==> src/core/sjtp_pkg.sv <==
// Package of constants and types for the serial test access port.
// Assumes nothing of its surroundings; used by every file under core/.
package sjtp_pkg;

    // Sixteen controller states, one-hot.
    typedef enum logic [15:0] {
        ST_RESET   = 16'h0001,
        ST_IDLE    = 16'h0002,
        ST_SEL_DR  = 16'h0004,
        ST_CAP_DR  = 16'h0008,
        ST_SHF_DR  = 16'h0010,
        ST_EX1_DR  = 16'h0020,
        ST_PAU_DR  = 16'h0040,
        ST_EX2_DR  = 16'h0080,
        ST_UPD_DR  = 16'h0100,
        ST_SEL_IR  = 16'h0200,
        ST_CAP_IR  = 16'h0400,
        ST_SHF_IR  = 16'h0800,
        ST_EX1_IR  = 16'h1000,
        ST_PAU_IR  = 16'h2000,
        ST_EX2_IR  = 16'h4000,
        ST_UPD_IR  = 16'h8000
    } sjtp_state_e;

    localparam int IR_W = 3;
    localparam int ID_W = 32;

    // Instruction codes.
    localparam logic [IR_W-1:0] INS_EXTEST = 3'h0;
    localparam logic [IR_W-1:0] INS_IDCODE = 3'h1;
    localparam logic [IR_W-1:0] INS_BYPASS = 3'h7;

    // Pattern captured into the two low instruction bits.
    localparam logic [1:0] IR_CAPTURE = 2'h1;

    // Identification code; value is arbitrary.
    localparam logic [ID_W-1:0] ID_CODE = 32'h0000_0001;

    // Pin levels, raw or synchronised.
    typedef struct packed {
        logic tck;
        logic tms;
        logic tdi;
    } sjtp_pins_s;

endpackage

==> src/core/sjtp_sync.sv <==
// Two-flop synchroniser for the three serial test inputs.
// Assumes pins are asynchronous to mclk; undriven pins pulled high outside.
`timescale 1ns/100ps
module sjtp_sync (
    input  wire logic              mclk,
    input  wire logic              nrst,
    input  wire logic              cen,
    input  wire sjtp_pkg::sjtp_pins_s pin_in,
    output sjtp_pkg::sjtp_pins_s      pin_out
);

    sjtp_pkg::sjtp_pins_s meta_reg;
    sjtp_pkg::sjtp_pins_s sync_reg;

    // Both stages reset high, matching an idle floating pin.
    always_ff @(posedge mclk) begin
        if (!nrst) begin
            meta_reg <= '1;
            sync_reg <= '1;
        end else if (cen) begin
            meta_reg <= pin_in;
            sync_reg <= meta_reg;
        end
    end

    assign pin_out = sync_reg;

endmodule

==> src/core/sjtp_tap.sv <==
// Serial test access port: controller, instruction, bypass and id paths.
// Assumes tck, tms and tdi come from pins; tdo wire resolved by the bench.
`timescale 1ns/100ps

////////////////////////////////////////////////////////////////////////////
module sjtp_tap (
    input  wire logic mclk,
    input  wire logic nrst,
    input  wire logic cen,
    input  wire logic tck,
    input  wire logic tms,
    input  wire logic tdi,
    output logic      tdo_out,
    output logic      tdo_oe_n,
    output logic      test_active
);

    sjtp_pkg::sjtp_pins_s      pin_raw;
    sjtp_pkg::sjtp_pins_s      pin_s;
    logic                      tck_d_reg;
    sjtp_pkg::sjtp_state_e     state_reg;
    sjtp_pkg::sjtp_state_e     state_next;
    logic [sjtp_pkg::IR_W-1:0] ir_sh_reg;
    logic [sjtp_pkg::IR_W-1:0] ir_reg;
    logic [sjtp_pkg::ID_W-1:0] id_reg;
    logic                      byp_reg;
    logic                      tdo_reg;
    logic                      oe_n_reg;
    logic                      act_reg;

    assign pin_raw = '{tck: tck, tms: tms, tdi: tdi};

    // Pins pass two flops before use.
    sjtp_sync u_sync (
        .mclk    (mclk),
        .nrst    (nrst),
        .cen     (cen),
        .pin_in  (pin_raw),
        .pin_out (pin_s)
    );

    // Edge detection on the synchronised test clock.
    wire tck_rise = pin_s.tck & ~tck_d_reg;
    wire tck_fall = ~pin_s.tck & tck_d_reg;

    ////////////////////////////////////////////////////////////////////////
    // Controller next state from the sampled mode input.
    always_comb begin
        state_next = state_reg;
        case (state_reg)
            sjtp_pkg::ST_RESET:
                state_next = pin_s.tms ? sjtp_pkg::ST_RESET
                                       : sjtp_pkg::ST_IDLE;
            sjtp_pkg::ST_IDLE:
                state_next = pin_s.tms ? sjtp_pkg::ST_SEL_DR
                                       : sjtp_pkg::ST_IDLE;
            sjtp_pkg::ST_SEL_DR:
                state_next = pin_s.tms ? sjtp_pkg::ST_SEL_IR
                                       : sjtp_pkg::ST_CAP_DR;
            sjtp_pkg::ST_CAP_DR:
                state_next = pin_s.tms ? sjtp_pkg::ST_EX1_DR
                                       : sjtp_pkg::ST_SHF_DR;
            sjtp_pkg::ST_SHF_DR:
                state_next = pin_s.tms ? sjtp_pkg::ST_EX1_DR
                                       : sjtp_pkg::ST_SHF_DR;
            sjtp_pkg::ST_EX1_DR:
                state_next = pin_s.tms ? sjtp_pkg::ST_UPD_DR
                                       : sjtp_pkg::ST_PAU_DR;
            sjtp_pkg::ST_PAU_DR:
                state_next = pin_s.tms ? sjtp_pkg::ST_EX2_DR
                                       : sjtp_pkg::ST_PAU_DR;
            sjtp_pkg::ST_EX2_DR:
                state_next = pin_s.tms ? sjtp_pkg::ST_UPD_DR
                                       : sjtp_pkg::ST_SHF_DR;
            sjtp_pkg::ST_UPD_DR:
                state_next = pin_s.tms ? sjtp_pkg::ST_SEL_DR
                                       : sjtp_pkg::ST_IDLE;
            sjtp_pkg::ST_SEL_IR:
                state_next = pin_s.tms ? sjtp_pkg::ST_RESET
                                       : sjtp_pkg::ST_CAP_IR;
            sjtp_pkg::ST_CAP_IR:
                state_next = pin_s.tms ? sjtp_pkg::ST_EX1_IR
                                       : sjtp_pkg::ST_SHF_IR;
            sjtp_pkg::ST_SHF_IR:
                state_next = pin_s.tms ? sjtp_pkg::ST_EX1_IR
                                       : sjtp_pkg::ST_SHF_IR;
            sjtp_pkg::ST_EX1_IR:
                state_next = pin_s.tms ? sjtp_pkg::ST_UPD_IR
                                       : sjtp_pkg::ST_PAU_IR;
            sjtp_pkg::ST_PAU_IR:
                state_next = pin_s.tms ? sjtp_pkg::ST_EX2_IR
                                       : sjtp_pkg::ST_PAU_IR;
            sjtp_pkg::ST_EX2_IR:
                state_next = pin_s.tms ? sjtp_pkg::ST_UPD_IR
                                       : sjtp_pkg::ST_SHF_IR;
            sjtp_pkg::ST_UPD_IR:
                state_next = pin_s.tms ? sjtp_pkg::ST_SEL_DR
                                       : sjtp_pkg::ST_IDLE;
            default:
                state_next = sjtp_pkg::ST_RESET;
        endcase
    end

    ////////////////////////////////////////////////////////////////////////
    // One-hot state test shared by every state decode below.
    function automatic logic is_state(input sjtp_pkg::sjtp_state_e cur,
                                      input sjtp_pkg::sjtp_state_e want);
        return (cur == want);
    endfunction

    // State decode and output selection.
    wire in_shf_dr = is_state(state_reg, sjtp_pkg::ST_SHF_DR);
    wire in_shf_ir = is_state(state_reg, sjtp_pkg::ST_SHF_IR);
    wire in_cap_dr = is_state(state_reg, sjtp_pkg::ST_CAP_DR);
    wire in_cap_ir = is_state(state_reg, sjtp_pkg::ST_CAP_IR);
    wire in_upd_ir = is_state(state_reg, sjtp_pkg::ST_UPD_IR);
    wire in_reset  = is_state(state_reg, sjtp_pkg::ST_RESET);
    wire sel_id    = (ir_reg == sjtp_pkg::INS_IDCODE);
    wire shifting  = in_shf_dr | in_shf_ir;
    // Instruction path in Shift-IR, else id or bypass by instruction.
    wire tdo_sel   = in_shf_ir ? ir_sh_reg[0]
                   : (sel_id ? id_reg[0] : byp_reg);

    // Register strobes: capture and shift on a rise, output on a fall.
    wire rise_en   = cen & tck_rise;
    wire fall_en   = cen & tck_fall;
    wire ir_cap    = rise_en & in_cap_ir;
    wire ir_shf    = rise_en & in_shf_ir;
    wire ir_upd    = rise_en & in_upd_ir;
    wire id_cap    = rise_en & in_cap_dr & sel_id;
    wire id_shf    = rise_en & in_shf_dr & sel_id;
    wire byp_cap   = rise_en & in_cap_dr;
    wire byp_shf   = rise_en & in_shf_dr;

    // Controller steps only on a rising test clock edge.
    always_ff @(posedge mclk) begin
        if (!nrst) begin
            tck_d_reg <= 1'b1;
            state_reg <= sjtp_pkg::ST_RESET;
        end else if (cen) begin
            tck_d_reg <= pin_s.tck;
            if (tck_rise) begin
                state_reg <= state_next;
            end
        end
    end

    // Instruction shift and update registers; Test-Logic-Reset holds the
    // default instruction at once, without waiting for another rise.
    always_ff @(posedge mclk) begin
        if (!nrst) begin
            ir_sh_reg <= sjtp_pkg::INS_IDCODE;
            ir_reg    <= sjtp_pkg::INS_IDCODE;
        end else if (cen) begin
            if (in_reset) begin
                ir_reg <= sjtp_pkg::INS_IDCODE;
            end else if (ir_upd) begin
                ir_reg <= ir_sh_reg;
            end
            if (ir_cap) begin
                ir_sh_reg <= {ir_sh_reg[sjtp_pkg::IR_W-1:2],
                              sjtp_pkg::IR_CAPTURE};
            end else if (ir_shf) begin
                ir_sh_reg <= {pin_s.tdi,
                              ir_sh_reg[sjtp_pkg::IR_W-1:1]};
            end
        end
    end

    // Data registers: id captures its code, bypass captures zero.
    always_ff @(posedge mclk) begin
        if (!nrst) begin
            id_reg  <= sjtp_pkg::ID_CODE;
            byp_reg <= 1'b0;
        end else begin
            if (id_cap) begin
                id_reg <= sjtp_pkg::ID_CODE;
            end else if (id_shf) begin
                id_reg <= {pin_s.tdi,
                           id_reg[sjtp_pkg::ID_W-1:1]};
            end
            if (byp_cap) begin
                byp_reg <= 1'b0;
            end else if (byp_shf) begin
                byp_reg <= pin_s.tdi;
            end
        end
    end

    // Output pin changes only on a falling test clock edge.
    always_ff @(posedge mclk) begin
        if (!nrst) begin
            tdo_reg  <= 1'b1;
            oe_n_reg <= 1'b1;
            act_reg  <= 1'b0;
        end else if (fall_en) begin
            tdo_reg  <= tdo_sel;
            oe_n_reg <= ~shifting;
            act_reg  <= ~in_reset;
        end
    end

    // Every output comes straight from its flop.
    assign tdo_out     = tdo_reg;
    assign tdo_oe_n    = oe_n_reg;
    assign test_active = act_reg;

endmodule

==> config.mk <==
export PLATFORM = sky130hd
export DESIGN_NAME = sjtp_tap
export DESIGN_NICKNAME = d
export VERILOG_FILES = /design/src/core/sjtp_pkg.sv /design/src/core/sjtp_sync.sv /design/src/core/sjtp_tap.sv
export SDC_FILE = /design/constraint.sdc
export NUM_CORES = 1
export LEC_CHECK = 0
export BUFFER_PORTS_ARGS = -buffer_cell sky130_fd_sc_hd__buf_4
export CORE_MARGIN = 3
export CORE_UTILIZATION = 40
export CTS_BUF_LIST = sky130_fd_sc_hd__clkbuf_16
export DETAILED_ROUTE_END_ITERATION = 8
export GPL_TIMING_DRIVEN = 0
export MAX_ROUTING_LAYER = met4
export PLACE_DENSITY = 0.65
export SYNTH_ARGS = -nofsm -noshare
export SYNTH_HDL_FRONTEND = slang
export SYNTH_SLANG_ARGS = --single-unit
==> constraint.sdc <==
create_clock -name mclk -period 4.2 [get_ports mclk]
set_clock_uncertainty 0.2 [all_clocks]
set_input_delay 0.63 -clock mclk [delete_from_list [all_inputs] [get_ports mclk]]
set_output_delay 0.63 -clock mclk [all_outputs]
set_load 0.05 [all_outputs]
==> impl_metrics.yaml <==
outcome:
  status: "completed"
cells_and_area:
  layout_commonest_cell: "nand2_1"
  final_net_count: 390
  final_cell_mix: "92 x nand2_1, 65 x dfxtp_1, 36 x a21oi_1, 15 x buf_4"
  num_antenna_cells: 0
  area_growth_pct: 15.6
  largest_reg_flops: 32
  drive_gt1_share_pct: 12.6
place:
  pre_cts_slack_ps: 1660
  gp_congestion: 0.912
  io_buffers: 8
  dp_hpwl_microns: 4370
worst_hold_path:
  hold-path-cell-count: 2
  hold_class: "register to register"
die:
  die_y_microns: 92.9
  core_area_sq_mm: 0.00729
  ios: 9
  dieWidth_microns: 92.9
  rows: 31
  initial_utilization_pct: 41.4
  die-area_sq_mm: 0.00863
clock_network:
  clkTransAtPathRegs_ps: 60
  cts_resized: 0
  clk_path_buf_depth: 2
  clock_sinks: 65
  cts_tree: "done"
  clockRootBuffer: "clkbuf_16"
  cts_buffers: 9
  cts_hold_buf: 0
  clock_latency_ps: 320
  h-tree-depth: 3
  cts_setup_buffers: 0
logic_synthesis:
  syn_nets: 371
  synth_cell_type_count: 50
  ys_ff_latch: 65
  synth-edff-count: 0
  synth.avg_cell_area_sq_um: 8.28
  synth_area_sq_mm: 0.00302
  ys_seq_area_share_pct: 43.1
  async_reset_ff_share_pct: 0
  synth_flop_cell: "dfxtp_1"
  synth_warnings: 0
  netlist_instances: 365
grt:
  first_global_vias: 2386
  grt_use_total_pct: 16.4
  grt_max_degree: 12
  antenna_found_initial: 0
  grt_pass1_wl_microns: 11200
  globalRouteOverflowTotal: 0
worst_setup_path:
  crit_slowest_cell: "nor4_4"
  r2r_setup_slack_ps: 1830
  cp_top_family: "simple AND/OR/NAND/NOR gates"
  path_buf_inv: 2
  path_depth: 6
  end_kind: "register"
  cpMostUsedCell: "clkbuf_1"
  max_stage_delay_ps: 480
  worstSetupPathType: "register to register"
  critical_path.cell_chain: "clkbuf_1 > nor4_4 > nand4_2 > o21ai_1 > clkbuf_1 > a21oi_1"
  cp.required_ps: 4190
  startpoint_type: "register"
  reg2reg_depth: 6
  cp.arrival_ps: 2370
  crit_fanout: 10
job:
  maxCapViolations: 0
sta:
  setup_tns_ps: 0
  final_max_slew_viol_count: 0
  max-slew-margin-rel_pct: 60.1
  fin_ws_ps: 1830
  period_needed_ps: 2370
  fmax_ghz: 0.421
  finalCritPeriodShare_pct: 56.5
  setup-violations-final: 0
  worst_slew_pin_slew_ps: 598
  rsz0062_at_grt: "false"
  hold_viol: 0
detailed_routing:
  drc: 0
  routedWlPerCell_microns: 13.2
  firstDrtPassIters: 5
  drt-total-wl_microns: 6460
  drt_iter0_drc: 352
  vias: 2627
  drt.antenna.violating_nets: 0
  drt-vias-per-instance: 5.38
power:
  ir_drop_v: 0.000281
  p_per_area_mw_per_mm2: 395
  p_leak_nw: 1.24
## synthesized netlist by cell type, drive strengths merged, types with 5 or more instances
master,n,area (sq um)
a21boi,14,105
nand4,11,81.3
a21oi,36,180
nor2,9,36.3
clkbuf,12,45.0
o21ai,10,50.1
nor3,10,50.1
mux2i,9,90.1
nand3,13,65.1
nand2,92,345
buf,18,138
dfxtp,65,1300
nor4,8,92.6
nor2b,6,37.5
and2,5,31.3
## path summary, 6_finish.rpt
kind | startpoint | end
max | state_reg[14] | id_reg[3]
min | id_reg[14] | id_reg[14]
max reg2reg | state_reg[14] | id_reg[3]
min reg2reg | id_reg[14] | id_reg[14]
## metrics by stage
step                util (%)  area (sq um)  instances  hold WS (ps)  power, mW
floorplan                  -          3020        365           232      0.663
global placement        43.9          3200        472           239      0.677
detailed placement      43.9          3200        472           243      0.677
CTS                     47.9          3490        488           251       1.39
global route            47.9          3490        488           268       1.42
finish                  47.9          3490        488           249       1.38
## report_power, final
part / leakage [nW] / switching [mW] / internal (mW) / total (mW)
sequential: 0.525 / 0.00369 / 0.622 / 0.625
combinational: 0.566 / 0.0233 / 0.0153 / 0.0387
clock: 0.146 / 0.263 / 0.453 / 0.716
total: 1.24 / 0.290 / 1.09 / 1.38
## area by class of cell
type,count,area [sq um]
fillers,747,3800
clock buffers,9,225
multi-input cells,270,1540
well taps,99,124
repair buffers,8,60.1
flip-flops and latches,65,1300
clock inverters,7,62.6
plain buffers,30,183
## logic make-up (layout without fill, tap and decap cells)
group | after synthesis | after routing | share of synthesized area (%)
simple gates | 180 | 180 | 31.1
compound gates | 75 | 75 | 15.1
flops | 65 | 65 | 43.1
buf+inv | 30 | 54 | 6.05
mux | 9 | 9 | 2.98
xor+xnor | 6 | 6 | 1.74
## worst reg2reg max path: stages, from the launching register on
cell and delay, ps:
dfxtp_1 290, clkbuf_1 220, nor4_4 480, nand4_2 220
o21ai_1 370, clkbuf_1 370, a21oi_1 90
## routing by layer
layer,vias up,share of wire [%],track usage [%]
li1,1312,-,-
met1,1211,49,22.1
met2,83,45,24.4
met3,21,4.1,2.44
met4,0,1.9,7.69
met5,-,0,-
Power figures use the tool's default switching activity.
